## src/pkg/vls_pkg.sv

```systemverilog
// Purpose: Shared constants for the vector memory access checker.
// Assumes: Byte-addressed 64-bit addresses, 32-bit AHB-Lite register bus.
// Notes:   Register offsets are word aligned byte addresses.
`default_nettype none
package vls_pkg;
  localparam int ADDR_W = 64;
  // Register byte offsets
  localparam logic [7:0] OFF_CTRL    = 8'h00;
  localparam logic [7:0] OFF_ADDR_LO = 8'h04;
  localparam logic [7:0] OFF_ADDR_HI = 8'h08;
  localparam logic [7:0] OFF_OP      = 8'h0c;
  localparam logic [7:0] OFF_PRED    = 8'h10;
  localparam logic [7:0] OFF_STATUS  = 8'h14;
  localparam logic [7:0] OFF_DATA    = 8'h18;
  localparam logic [7:0] OFF_RESULT  = 8'h1c;
  localparam logic [7:0] OFF_FFMASK  = 8'h20;
  // CTRL fields
  localparam int CTRL_ALIGN_BIT = 0;
  localparam int CTRL_SPCHK_BIT = 1;
  localparam int CTRL_BIGEND_BIT = 2;
  // OP fields
  localparam int OP_KIND_LSB = 0;   // 3 bits
  localparam int OP_SIZE_LSB = 4;   // 2 bits log2 memory access size
  localparam int OP_SIGNED_BIT = 6;
  localparam int OP_SPBASE_BIT = 7;
  localparam int OP_DEVICE_BIT = 8;
  localparam int OP_NT_BIT = 9;
  localparam int OP_GATHER_BIT = 10;
  localparam int OP_STORE_BIT = 11;
  localparam int OP_CROSS_BIT = 12;  // Element access crosses a type boundary
  localparam int OP_START_BIT = 31;
  // STATUS fields
  localparam int ST_ALIGN_BIT = 0;
  localparam int ST_SUPP_BIT  = 1;
  localparam int ST_ISSUE_BIT = 2;
  localparam int ST_UNPRED_BIT = 3;
  localparam int ST_WIN_LSB   = 8;   // 8 bits speculative window mask
  // Alignment masks
  localparam logic [ADDR_W-1:0] VEC_ALIGN_MASK  = 64'h000000000000000f;
  localparam logic [ADDR_W-1:0] PRED_ALIGN_MASK = 64'h0000000000000001;
  localparam logic [ADDR_W-1:0] SP_ALIGN_MASK   = 64'h000000000000000f;
  localparam logic [ADDR_W-1:0] WIN64_MASK      = 64'hffffffffffffffc0;
  localparam logic [ADDR_W-1:0] WIN128_MASK     = 64'hffffffffffffff80;
  localparam int PRED_GROUP_BITS = 8;
  typedef enum logic [2:0] {
    K_PRED_ELEM, K_UNPRED_VEC, K_UNPRED_PRED, K_PREFETCH, K_NONFAULT, K_FIRSTFAULT
  } kind_e;
endpackage : vls_pkg
`default_nettype wire

```

## src/rtl/vls_check.sv

```systemverilog
// Purpose: Per-element access checker for a vector load/store unit.
// Assumes: Software presents one element at a time over AHB-Lite.
// Notes:   Issue, fault and suppression decisions are registered.
//
// Chosen here: the AHB-Lite slave port and the address map.
`default_nettype none
module vls_check
  import vls_pkg::*;
(
  input  wire logic        clk,
  input  wire logic        rst_b,
  input  wire logic        hsel,
  input  wire logic [31:0] haddr,
  input  wire logic [1:0]  htrans,
  input  wire logic        hwrite,
  input  wire logic [2:0]  hsize,
  input  wire logic [31:0] hwdata,
  input  wire logic        hready,
  output logic [31:0]      hrdata,
  output logic             hreadyout,
  output logic             hresp
);

  logic [2:0]        system_control_register;
  logic [31:0]       addr_lo_reg;
  logic [31:0]       addr_hi_reg;
  logic [31:0]       op_reg;
  logic              active_reg;
  logic              first_active_reg;
  logic [31:0]       status_reg;
  logic [31:0]       data_reg;
  logic [31:0]       result_reg;
  logic [31:0]       first_fault_mask_register;
  logic [4:0]        elem_idx_reg;
  logic              ff_first_done_reg;
  logic              wr_pend_reg;
  logic [7:0]        wr_off_reg;
  logic              go_reg;

  // Byte reversal over the low 1, 2 or 4 bytes
  function automatic logic [31:0] swap_bytes(input logic [31:0] d, input logic [1:0] sz);
    logic [31:0] r;
    r = d;
    unique case (sz)
      2'd1: r = {16'h0000, d[7:0], d[15:8]};
      2'd2, 2'd3: r = {d[7:0], d[15:8], d[23:16], d[31:24]};
      default: r = {24'h000000, d[7:0]};
    endcase
    return r;
  endfunction : swap_bytes

  function automatic logic [31:0] size_mask(input logic [1:0] sz);
    logic [31:0] r;
    unique case (sz)
      2'd0: r = 32'h000000ff;
      2'd1: r = 32'h0000ffff;
      default: r = 32'hffffffff;
    endcase
    return r;
  endfunction : size_mask

  // AHB address phase capture
  always_ff @(posedge clk or negedge rst_b) begin
    if (!rst_b) begin
      wr_pend_reg <= 1'b0;
      wr_off_reg  <= 8'h00;
    end else if (hready) begin
      wr_pend_reg <= hsel && htrans[1] && hwrite;
      wr_off_reg  <= haddr[7:0];
    end
  end

  logic [ADDR_W-1:0] addr;
  kind_e             kind;
  logic [1:0]        msz;
  logic              dev;
  logic              chk_on;
  logic              misal;
  logic              stack_misal;
  logic              align_fault;
  logic              suppress;
  logic              ff_record;
  logic              issue;
  logic              byte_mode;
  logic              unpred;
  logic [7:0]        win_mask;
  logic [ADDR_W-1:0] msz_mask;
  logic [31:0]       load_val;
  logic [31:0]       store_val;

  assign addr = {addr_hi_reg, addr_lo_reg};
  assign kind = kind_e'(op_reg[OP_KIND_LSB +: 3]);
  assign msz  = op_reg[OP_SIZE_LSB +: 2];
  assign dev  = op_reg[OP_DEVICE_BIT];
  assign msz_mask = (ADDR_W'(1) << msz) - ADDR_W'(1);
  assign chk_on = system_control_register[CTRL_ALIGN_BIT] || dev;

  always_comb begin
    misal = 1'b0;
    unique case (kind)
      K_UNPRED_VEC:  misal = |(addr & VEC_ALIGN_MASK);
      K_UNPRED_PRED: misal = |(addr & PRED_ALIGN_MASK);
      K_PREFETCH:    misal = 1'b0;
      default:       misal = active_reg && |(addr & msz_mask);
    endcase
  end

  // Stack check applies regardless of active elements
  assign stack_misal = op_reg[OP_SPBASE_BIT] && system_control_register[CTRL_SPCHK_BIT]
                       && |(addr & SP_ALIGN_MASK);
  assign align_fault = (chk_on && misal) || stack_misal;

  always_comb begin
    suppress = 1'b0;
    unique case (kind)
      K_PREFETCH:   suppress = dev;
      K_NONFAULT:   suppress = dev && active_reg;
      // The done flag may be left over from an earlier load, so a first element ignores it
      K_FIRSTFAULT: suppress = dev && active_reg && ff_first_done_reg
                               && !first_active_reg;
      default:      suppress = 1'b0;
    endcase
  end

  // Prefetches are hints only and never leave a mark in the mask
  assign ff_record = suppress && (kind != K_PREFETCH);

  // Unpredicated forms are pure byte streams; predicated aligned ones go whole
  assign byte_mode = (kind == K_UNPRED_VEC) || (kind == K_UNPRED_PRED);
  assign issue = !align_fault && !suppress && (active_reg || byte_mode)
                 && kind != K_PREFETCH;
  assign unpred = op_reg[OP_CROSS_BIT] && (byte_mode || active_reg);

  // Speculative window: 8 lanes of 64 or 16 of 128; report the lane holding the address, or the half picked by addr[7]
  always_comb begin
    win_mask = 8'h00;
    if (dev && issue && !op_reg[OP_STORE_BIT]) begin
      if (op_reg[OP_NT_BIT] && op_reg[OP_GATHER_BIT])
        win_mask = addr[7] ? 8'hf0 : 8'h0f;
      else
        win_mask = 8'h01 << addr[5:3];
    end
  end

  // Loads swap then extend; stores truncate then swap
  always_comb begin
    logic [31:0] sw;
    logic [31:0] m;
    sw = 32'h00000000;
    m = size_mask(msz);
    if (byte_mode) begin
      load_val  = data_reg;
      store_val = data_reg;
    end else begin
      sw = system_control_register[CTRL_BIGEND_BIT] ? swap_bytes(data_reg, msz)
                                                   : data_reg & m;
      load_val = sw & m;
      if (op_reg[OP_SIGNED_BIT]) begin
        unique case (msz)
          2'd0: load_val = {{24{sw[7]}}, sw[7:0]};
          2'd1: load_val = {{16{sw[15]}}, sw[15:0]};
          default: load_val = sw;
        endcase
      end
      store_val = system_control_register[CTRL_BIGEND_BIT] ?
                  swap_bytes(data_reg & m, msz) : data_reg & m;
    end
  end

  // Write strobe for one register, valid in the data phase of a write
  function automatic logic wr_hit(input logic       pend,
                                  input logic [7:0] off,
                                  input logic [7:0] target);
    return pend && (off == target);
  endfunction : wr_hit

  // Control bits
  always_ff @(posedge clk or negedge rst_b) begin
    if (!rst_b) begin
      system_control_register <= 3'h0;
    end else if (wr_hit(wr_pend_reg, wr_off_reg, OFF_CTRL)) begin
      system_control_register <= hwdata[2:0];
    end
  end

  always_ff @(posedge clk or negedge rst_b) begin
    if (!rst_b) begin
      addr_lo_reg <= 32'h00000000;
    end else if (wr_hit(wr_pend_reg, wr_off_reg, OFF_ADDR_LO)) begin
      addr_lo_reg <= hwdata;
    end
  end

  always_ff @(posedge clk or negedge rst_b) begin
    if (!rst_b) begin
      addr_hi_reg <= 32'h00000000;
    end else if (wr_hit(wr_pend_reg, wr_off_reg, OFF_ADDR_HI)) begin
      addr_hi_reg <= hwdata;
    end
  end

  // Start strobe lasts one cycle; the command stays readable afterwards
  always_ff @(posedge clk or negedge rst_b) begin
    if (!rst_b) begin
      op_reg <= 32'h00000000;
      go_reg <= 1'b0;
    end else begin
      go_reg <= 1'b0;
      if (wr_hit(wr_pend_reg, wr_off_reg, OFF_OP)) begin
        op_reg <= hwdata;
        go_reg <= hwdata[OP_START_BIT];
      end
    end
  end

  always_ff @(posedge clk or negedge rst_b) begin
    if (!rst_b) begin
      active_reg       <= 1'b0;
      first_active_reg <= 1'b0;
    end else if (wr_hit(wr_pend_reg, wr_off_reg, OFF_PRED)) begin
      active_reg       <= hwdata[0];
      first_active_reg <= hwdata[1];
    end
  end

  always_ff @(posedge clk or negedge rst_b) begin
    if (!rst_b) begin
      data_reg <= 32'h00000000;
    end else if (wr_hit(wr_pend_reg, wr_off_reg, OFF_DATA)) begin
      data_reg <= hwdata;
    end
  end

  // Status of the latest evaluation, one per start
  always_ff @(posedge clk or negedge rst_b) begin
    if (!rst_b) begin
      status_reg <= 32'h00000000;
    end else if (go_reg) begin
      status_reg <= 32'h00000000;
      status_reg[ST_ALIGN_BIT] <= align_fault;
      status_reg[ST_SUPP_BIT]  <= suppress;
      status_reg[ST_ISSUE_BIT] <= issue;
      status_reg[ST_UNPRED_BIT] <= unpred;
      status_reg[ST_WIN_LSB +: 8] <= win_mask;
    end
  end

  // Stores issue in call order, so same-location writes stay ascending
  // A suppressed or faulted element keeps the old result value
  always_ff @(posedge clk or negedge rst_b) begin
    if (!rst_b) begin
      result_reg <= 32'h00000000;
    end else if (go_reg && issue) begin
      result_reg <= op_reg[OP_STORE_BIT] ? store_val : load_val;
    end
  end

  // A first element opens a fresh mask; later suppressed elements other than prefetches clear their bit
  always_ff @(posedge clk or negedge rst_b) begin
    if (!rst_b) begin
      first_fault_mask_register <= 32'hffffffff;
    end else if (go_reg && first_active_reg) begin
      first_fault_mask_register <= ff_record ? 32'hfffffffe : 32'hffffffff;
    end else if (go_reg && ff_record) begin
      first_fault_mask_register[elem_idx_reg] <= 1'b0;
    end
  end

  // Index wraps after 32 elements; longer vectors reuse mask bits
  always_ff @(posedge clk or negedge rst_b) begin
    if (!rst_b) begin
      elem_idx_reg <= 5'h00;
    end else if (go_reg) begin
      elem_idx_reg <= first_active_reg ? 5'h01 : elem_idx_reg + 5'h01;
    end
  end

  // Set by a first element that is active without a fault, or by any later active first-fault element
  always_ff @(posedge clk or negedge rst_b) begin
    if (!rst_b) begin
      ff_first_done_reg <= 1'b0;
    end else if (go_reg && first_active_reg) begin
      ff_first_done_reg <= active_reg && !align_fault;
    end else if (go_reg && active_reg && kind == K_FIRSTFAULT) begin
      ff_first_done_reg <= 1'b1;
    end
  end

  // Read data, registered in data phase
  always_ff @(posedge clk or negedge rst_b) begin
    if (!rst_b) begin
      hrdata <= 32'h00000000;
    end else if (hready && hsel && htrans[1] && !hwrite) begin
      unique case (haddr[7:0])
        OFF_CTRL:    hrdata <= {29'h0, system_control_register};
        OFF_ADDR_LO: hrdata <= addr_lo_reg;
        OFF_ADDR_HI: hrdata <= addr_hi_reg;
        OFF_OP:      hrdata <= op_reg;
        OFF_PRED:    hrdata <= {30'h0, first_active_reg, active_reg};
        OFF_STATUS:  hrdata <= status_reg;
        OFF_DATA:    hrdata <= data_reg;
        OFF_RESULT:  hrdata <= result_reg;
        OFF_FFMASK:  hrdata <= first_fault_mask_register;
        default:     hrdata <= 32'h00000000;
      endcase
    end
  end

  assign hreadyout = 1'b1;
  assign hresp     = 1'b0;

endmodule : vls_check
`default_nettype wire

```

## config.mk

```make
export PLATFORM = sky130hd
export DESIGN_NAME = vls_check
export DESIGN_NICKNAME = d
export VERILOG_FILES = /design/src/pkg/vls_pkg.sv /design/src/rtl/vls_check.sv
export SDC_FILE = /design/constraint.sdc
export NUM_CORES = 1
export LEC_CHECK = 0
export BUFFER_PORTS_ARGS = -buffer_cell sky130_fd_sc_hd__buf_2
export CORE_ASPECT_RATIO = 1.25
export CORE_MARGIN = 5
export CORE_UTILIZATION = 55
export DETAILED_ROUTE_END_ITERATION = 12
export HOLD_SLACK_MARGIN = 0.05
export PLACE_DENSITY = 0.74
export SYNTH_ARGS = -nofsm -noshare
export SYNTH_HDL_FRONTEND = slang
export SYNTH_SLANG_ARGS = --single-unit
```

## constraint.sdc

```tcl
create_clock -name clk -period 3.3 [get_ports clk]
set_input_delay 0.165 -clock clk [delete_from_list [all_inputs] [get_ports clk]]
set_output_delay 0.165 -clock clk [all_outputs]
set_load 0.02 [all_outputs]
```

; Yosys cells after proc, flatten, opt, wreduce, memory -nomap -nowiden
; Index checks and enable logic that the tools add are counted.
[classes]
n_bitwise = 5
magnitude_cmp = 2
shift = 2
reduce_logical = 50
n_mux = 26
n_eq_ne = 22
n_addsub = 2
[op_table]
columns = op, count
row1 = $mux W32, 9
row2 = $pmux W32 S9, 1
row3 = $pmux W32 S2, 4
row4 = $and A32 B32 Y32, 3
row5 = $and A64 B64 Y64, 1
row6 = $reduce_or A64 Y1, 1
row7 = $shl A1 B2 Y64 const A, 1
row8 = $sub A64 B2 Y64 const B, 1
row9 = $eq A8 B5 Y1 const B, 6
row10 = $logic_and A1 B1 Y1, 33
row11 = $eq A8 B4 Y1 const B, 4
row12 = $not A32 Y32, 1
row13 = $mux W8, 3
row14 = $eq A8 B3 Y1 const B, 2
row15 = $logic_not A8 Y1, 2
row16 = $eq A8 B6 Y1 const B, 1
row17 = $shl A1 B3 Y8 const A, 1
row18 = $eq A3 B2 Y1 const B, 2
row19 = $eq A3 B3 Y1 const B, 2
row20 = $lt A5 B6 Y1 const B, 1
row21 = $pmux W1 S3, 2
row22 = $add A5 B1 Y5 const B, 1
row23 = $demux W1 S5, 1
row24 = $ge A5 B1 Y1 const B, 1
row25 = other kinds (12), 25
[word_totals]
in_bits = 74
wordCells = 125
register_bits = 257
out_inout_bits = 34

; Depth between registers and ports, before layout
[depth]
ltp_word = 15
mapped_depth = 13
mapped_depth_nobuf = 8

; Worst setup path before layout
; OpenSTA, ideal clock, no wires.
[synth_path]
kind = reg2reg
start = register op_reg[5]
end = register result_reg[10]
required_ps = 3175
setup_slack_ps = 338
stages_incl_launch_ff = 14
setup_ps = 125
arrival_time_ps = 2838
synth_period_minus_slack_ps = 2962
path_buffers = 5
path_cell_list = dfrtp_1 clkbuf_1 clkbuf_1 clkbuf_1 and2_1 inv_1 ha_1 nand2b_1 nand3_1 a2111oi_2 o21a_1 buf_2 buf_2 mux2_2
[synth_between]
elab_chain_len = 13
elab_cells_between_ends = 31
classes_between = add/sub: 1 / eq/ne: 3 / shift: 1 / mux: 12 / bitwise: 3 / reduce/logical: 11
[synth_lines]
columns = item, line_no
row1 = from (decl), vls_check.sv:27  ; logic [31:0] op_reg;
row2 = from (signal assigned), vls_check.sv:210  ; op_reg <= hwdata;
row3 = $shl A1 B2 Y64, vls_check.sv:95  ; assign msz_mask = (ADDR_W'(1) << msz) - ADDR_W'(1);
row4 = $sub A64 B2 Y64, vls_check.sv:95
row5 = $and A64 B64 Y64, vls_check.sv:104  ; default: misal = active_reg && |(addr & msz_mask);
row6 = $reduce_or A64 Y1, vls_check.sv:104
row7 = $logic_and A1 B1 Y1, vls_check.sv:104
row8 = $pmux W1 S3, vls_check.sv:100  ; unique case (kind)
row9 = $logic_and A1 B1 Y1, vls_check.sv:111  ; assign align_fault = (chk_on && misal) || stack_misal;
row10 = $logic_or A1 B1 Y1, vls_check.sv:111
row11 = $logic_not A1 Y1, vls_check.sv:130  ; assign issue = !align_fault && !suppress && (active_reg || byte_mode)
row12 = $logic_and A1 B1 Y1 (2 in a row), vls_check.sv:130
row13 = $logic_and A1 B1 Y1, vls_check.sv:131  ; && kind != K_PREFETCH;
row14 = $logic_and A1 B1 Y1, vls_check.sv:253  ; end else if (go_reg && issue) begin
row15 = to (signal assigned), vls_check.sv:254  ; result_reg <= op_reg[OP_STORE_BIT] ? store_val : load_val;
row16 = to (decl), vls_check.sv:32  ; logic [31:0] result_reg;
; Several ways; a longest one is shown, not always the timed one. The select of a mux whose other input is x is not followed.
; A chain may end at the register's enable or synchronous reset.

; Worst setup path after layout
[layout_path]
start = register addr_hi_reg[11]
end = register result_reg[16]
[layout_between]
elab_chain_len = 11
[layout_lines]
columns = item, line_no
row1 = from (decl), vls_check.sv:26  ; logic [31:0] addr_hi_reg;
row2 = from (signal assigned), vls_check.sv:198  ; addr_hi_reg <= hwdata;
row3 = $and A64 B64 Y64, vls_check.sv:104
row4 = $reduce_or A64 Y1, vls_check.sv:104
row5 = $logic_and A1 B1 Y1, vls_check.sv:104
row6 = $pmux W1 S3, vls_check.sv:100
row7 = $logic_and A1 B1 Y1, vls_check.sv:111
row8 = $logic_or A1 B1 Y1, vls_check.sv:111
row9 = $logic_not A1 Y1, vls_check.sv:130
row10 = $logic_and A1 B1 Y1 (2 in a row), vls_check.sv:130
row11 = $logic_and A1 B1 Y1, vls_check.sv:131
row12 = $logic_and A1 B1 Y1, vls_check.sv:253
; Every way passes these cells.

==> summary.md <==
| Metric | Value |
|---|---|
| R2R cell count | `6` |
| Final worst path period need | `2680 ps` |
| Largest area contributor in the netlist | `dfrtp_1` |
| Final worst setup slack | `625 ps` |
| Total GRT Usage | `0.265` |
| Async set-or-reset flop fraction in the synthesized netlist | `1.00` |
| Number of I/O pins | `108` |
| Post-Synth Adder-Cell Area | `0.00498` |
| H-tree Lvls | `1` |
| Max_cap viols | `0` |
| Syn avg cell area | `11.6 µm²` |
| Synth unique cells | `62` |
| Starting DRT DRC Count | `1078` |
| Clk sink count | `between 200 and 300` |
| Critical path arrival | `around 3100 ps` |
| Fillers | `roughly 1.7k` |
| Share of layout cells above drive strength 1 | `0.321` |
| Root Buffer | `clkbuf_16` |
| Yosys reg bits | `257` |
| Placed Cells | `1388` |
| Pre-antenna DRT Iters | `6` |
| Sequential area share after synthesis | `0.515` |
| Post-synthesis xor/xnor area fraction | `0.000697` |
| Synth Area in Compound Gates | `0.143` |
| CP max FO | `21` |
| Die area | `26000 µm²` |
| R2R Setup Slk | `about 620 ps` |
| Setup Skew | `roughly 15 ps` |
| Pre-CTS setup slack | `642 ps` |
| DRT Wirelength | `around 34000 µm` |
| Kind of critical path | `reg2reg` |
| Skew-Pair Late Insertion Delay | `540 ps` |
| N_diodes | `0` |
| Post-synthesis simple-gate area fraction | `0.0811` |
| Final period utilization | `0.811` |
| Status | `finished, final reports clean` |
| Antenna violations before repair | `0` |
| CTS resizes | `0` |
| Vias in the first global route | `9571` |
| Final nets | `around 1.3k` |
| VDD IR max | `405 µV` |
| Storage cell area | `6470 µm²` |
| Reg-to-reg endpoint | `result_reg[16]` |
| First-pass GRT wire length | `54800 µm` |
| Worst Max-Slew Pin Slew | `965 ps` |
| DR vias | `around 9.4k` |
| DRC errors left | `0` |
| Leak Pwr | `6.58 nW` |
| Total grt overflow | `0` |
| Top Family by Delay on Critical Path | `compound AO/OA/AOI/OAI gates` |
| Die Span Y | `179 µm` |
| Fmax | `about 370 MHz` |
| Syn-to-layout area delta | `16.5%` |
| Critical Path End Type | `flop` |
| Pwr dens | `approximately 500 nW/µm²` |
| Rows | `approximately 60` |
| Slowest stage cell on the critical path | `o21a_2` |
| CTS tree | `yes` |
| Die Wd | `145 µm` |
| Synthesized Nets | `around 1.2k` |
| CP Launch Type | `flop` |
| Top cells by area, synth | `dfrtp_1 45%, mux2_2 15%, dfstp_2 6.7%, mux4_2 4.3%, nand2_1 3.2%` |
| Placed inst area | `approximately 13000 µm²` |
| Worst Hold Depth | `2` |
| CTS Buf Count | `26` |
| Worst min path class | `in2reg` |
| Main combinational cell family by area after synthesis | `multiplexers` |
| Final hold violation count | `0` |
| Final setup vio count | `0` |
| Ys flop type | `dfrtp_1` |
| Req. time, crit path | `3750 ps` |
| Most common cell after layout, fill and taps aside | `dfrtp_1` |
| Cell Chain, Critical Path | `nor3_1, nand4_1, a2111oi_2, o21a_2, buf_4, mux2i_1` |
| Cell count after synthesis | `~1.1k` |
| Multi-input gate area | `5600 µm²` |
| Synthesis Warnings | `0` |
| Final Slew Violations | `0` |
| Synth Cell Area | `between 10000 and 15000 µm²` |
| Slew HR | `0.357` |
| Clock-pin slew on the worst setup and hold paths | `60 ps` |
| Top cell type's share of synthesized area | `0.448` |
| Remaining antenna violation count | `0` |
| Unrepaired setup endpoints after global routing | `false` |
| Post-Route Setup TNS | `0 ps` |
| Critical Path Max Stage Delay | `620 ps` |
| Final Cell Area | `14600 µm²` |
| Placer Congestion | `0.950` |
| Reg2reg start | `addr_hi_reg[11]` |
| Initial Util | `0.562` |
| WL/cell | `23.1 µm` |
| Worst hold endpoint | `wr_off_reg[4]` |
| IO Port Bufs | `77` |
| Post-DP HPWL | `23500 µm` |
| Hold path startpoint | `hready` |
| Multiplexer share of the synthesized area | `0.215` |
| Via density | `6.37` |
| Commonest cells after routing, fill and taps aside | `225 x dfrtp_1, 168 x mux2_2, 106 x nand2_1` |
| Largest net degree at the start of global routing | `90` |
| Non-Filler Instances | `1478` |
| Clock Path Buffers | `3` |
| Core Area | `22400 µm²` |
| EDFF count, synth | `0` |
| Buffers & Inverters on Critical Path | `1` |
[timing repair]
| action | CTS | global route |
|---|---|---|
| hold buffers | 42 | 0 |
| setup buffers | 0 | 0 |
| hold endpoints to repair | 215 | 0 |
[where the power goes]
group / switching [mW] / internal (mW)
logic: 0.358 / 0.297
registers: 0.121 / 3.26
clock network: 1.26 / 2.03
total: 1.73 / 5.59
[how the worst max path moves through the flow]
stage / endpoint / slack (ps) / from / cells past startpoint
after floorplan: result_reg[10] / 340 / op_reg[5] / 13
after global placement: result_reg[14] / 680 / addr_hi_reg[23] / 5
after detailed placement: result_reg[16] / 640 / addr_hi_reg[23] / 6
after CTS: result_reg[16] / 620 / addr_lo_reg[3] / 6
after global routing: result_reg[16] / 500 / addr_lo_reg[3] / 6
final: result_reg[16] / 620 / addr_hi_reg[11] / 6
[cells by family (layout without fill, tap and decap cells)]
kind of cell / Yosys count / in the layout
compound gates: 270 / 270
flops: 257 / 257
mux: 218 / 218
simple gates: 211 / 211
buf+inv: 115 / 231
fa+ha+maj: 5 / 5
other cells: 2 / 2
xor+xnor: 1 / 1
[cells in the mapped netlist, types with 5 or more instances]
library cell and number:
a221oi_1 5, a22oi_1 13, o41ai_1 11, inv_1 34
ha_1 5, a211oi_1 9, mux2i_1 22, and2_1 5
a22o_1 31, a21o_1 14, buf_4 5, a21oi_1 50
nor3_1 6, mux2_2 168, dfrtp_1 225, nand3b_1 11
dfstp_2 32, clkbuf_1 47, nor2_1 33, o21a_1 15
a31oi_1 11, mux4_2 24, o2bb2ai_1 7, nand2_1 106
o22ai_1 21, o21ai_0 64, nand3_1 11, buf_2 21
nand2b_1 9
[area by class of cell]
type	count	share of cell area
timing repair buffer	148	0.0757
sequential	257	0.442
tap	283	0.0242
inverter	35	0.00897
multi-input combinational	707	0.383
clock inverter	12	0.0141
clock buffer	36	0.0525
[per-layer routing]
| metal | up-vias | share of wire | track usage |
|---|---|---|---|
| met4 | 0 | 0.032 | 0.0910 |
| met1 | 4789 | 0.41 | 0.370 |
| met3 | 73 | 0.074 | 0.0293 |
| met2 | 412 | 0.49 | 0.437 |
| met5 | - | 0 | 0 |
| li1 | 4140 | - | - |
[stage by stage]
stage | util | hold WS (ps) | power (mW)
global route | 0.655 | 86.2 | 7.54
global placement | 0.592 | 216 | 4.03
finish | 0.655 | 76.5 | 7.32
CTS | 0.655 | 66.3 | 7.34
floorplan | - | -131 | 3.77
detailed placement | 0.592 | 224 | 4.05
Note: power is estimated with default switching activity, not from simulation.
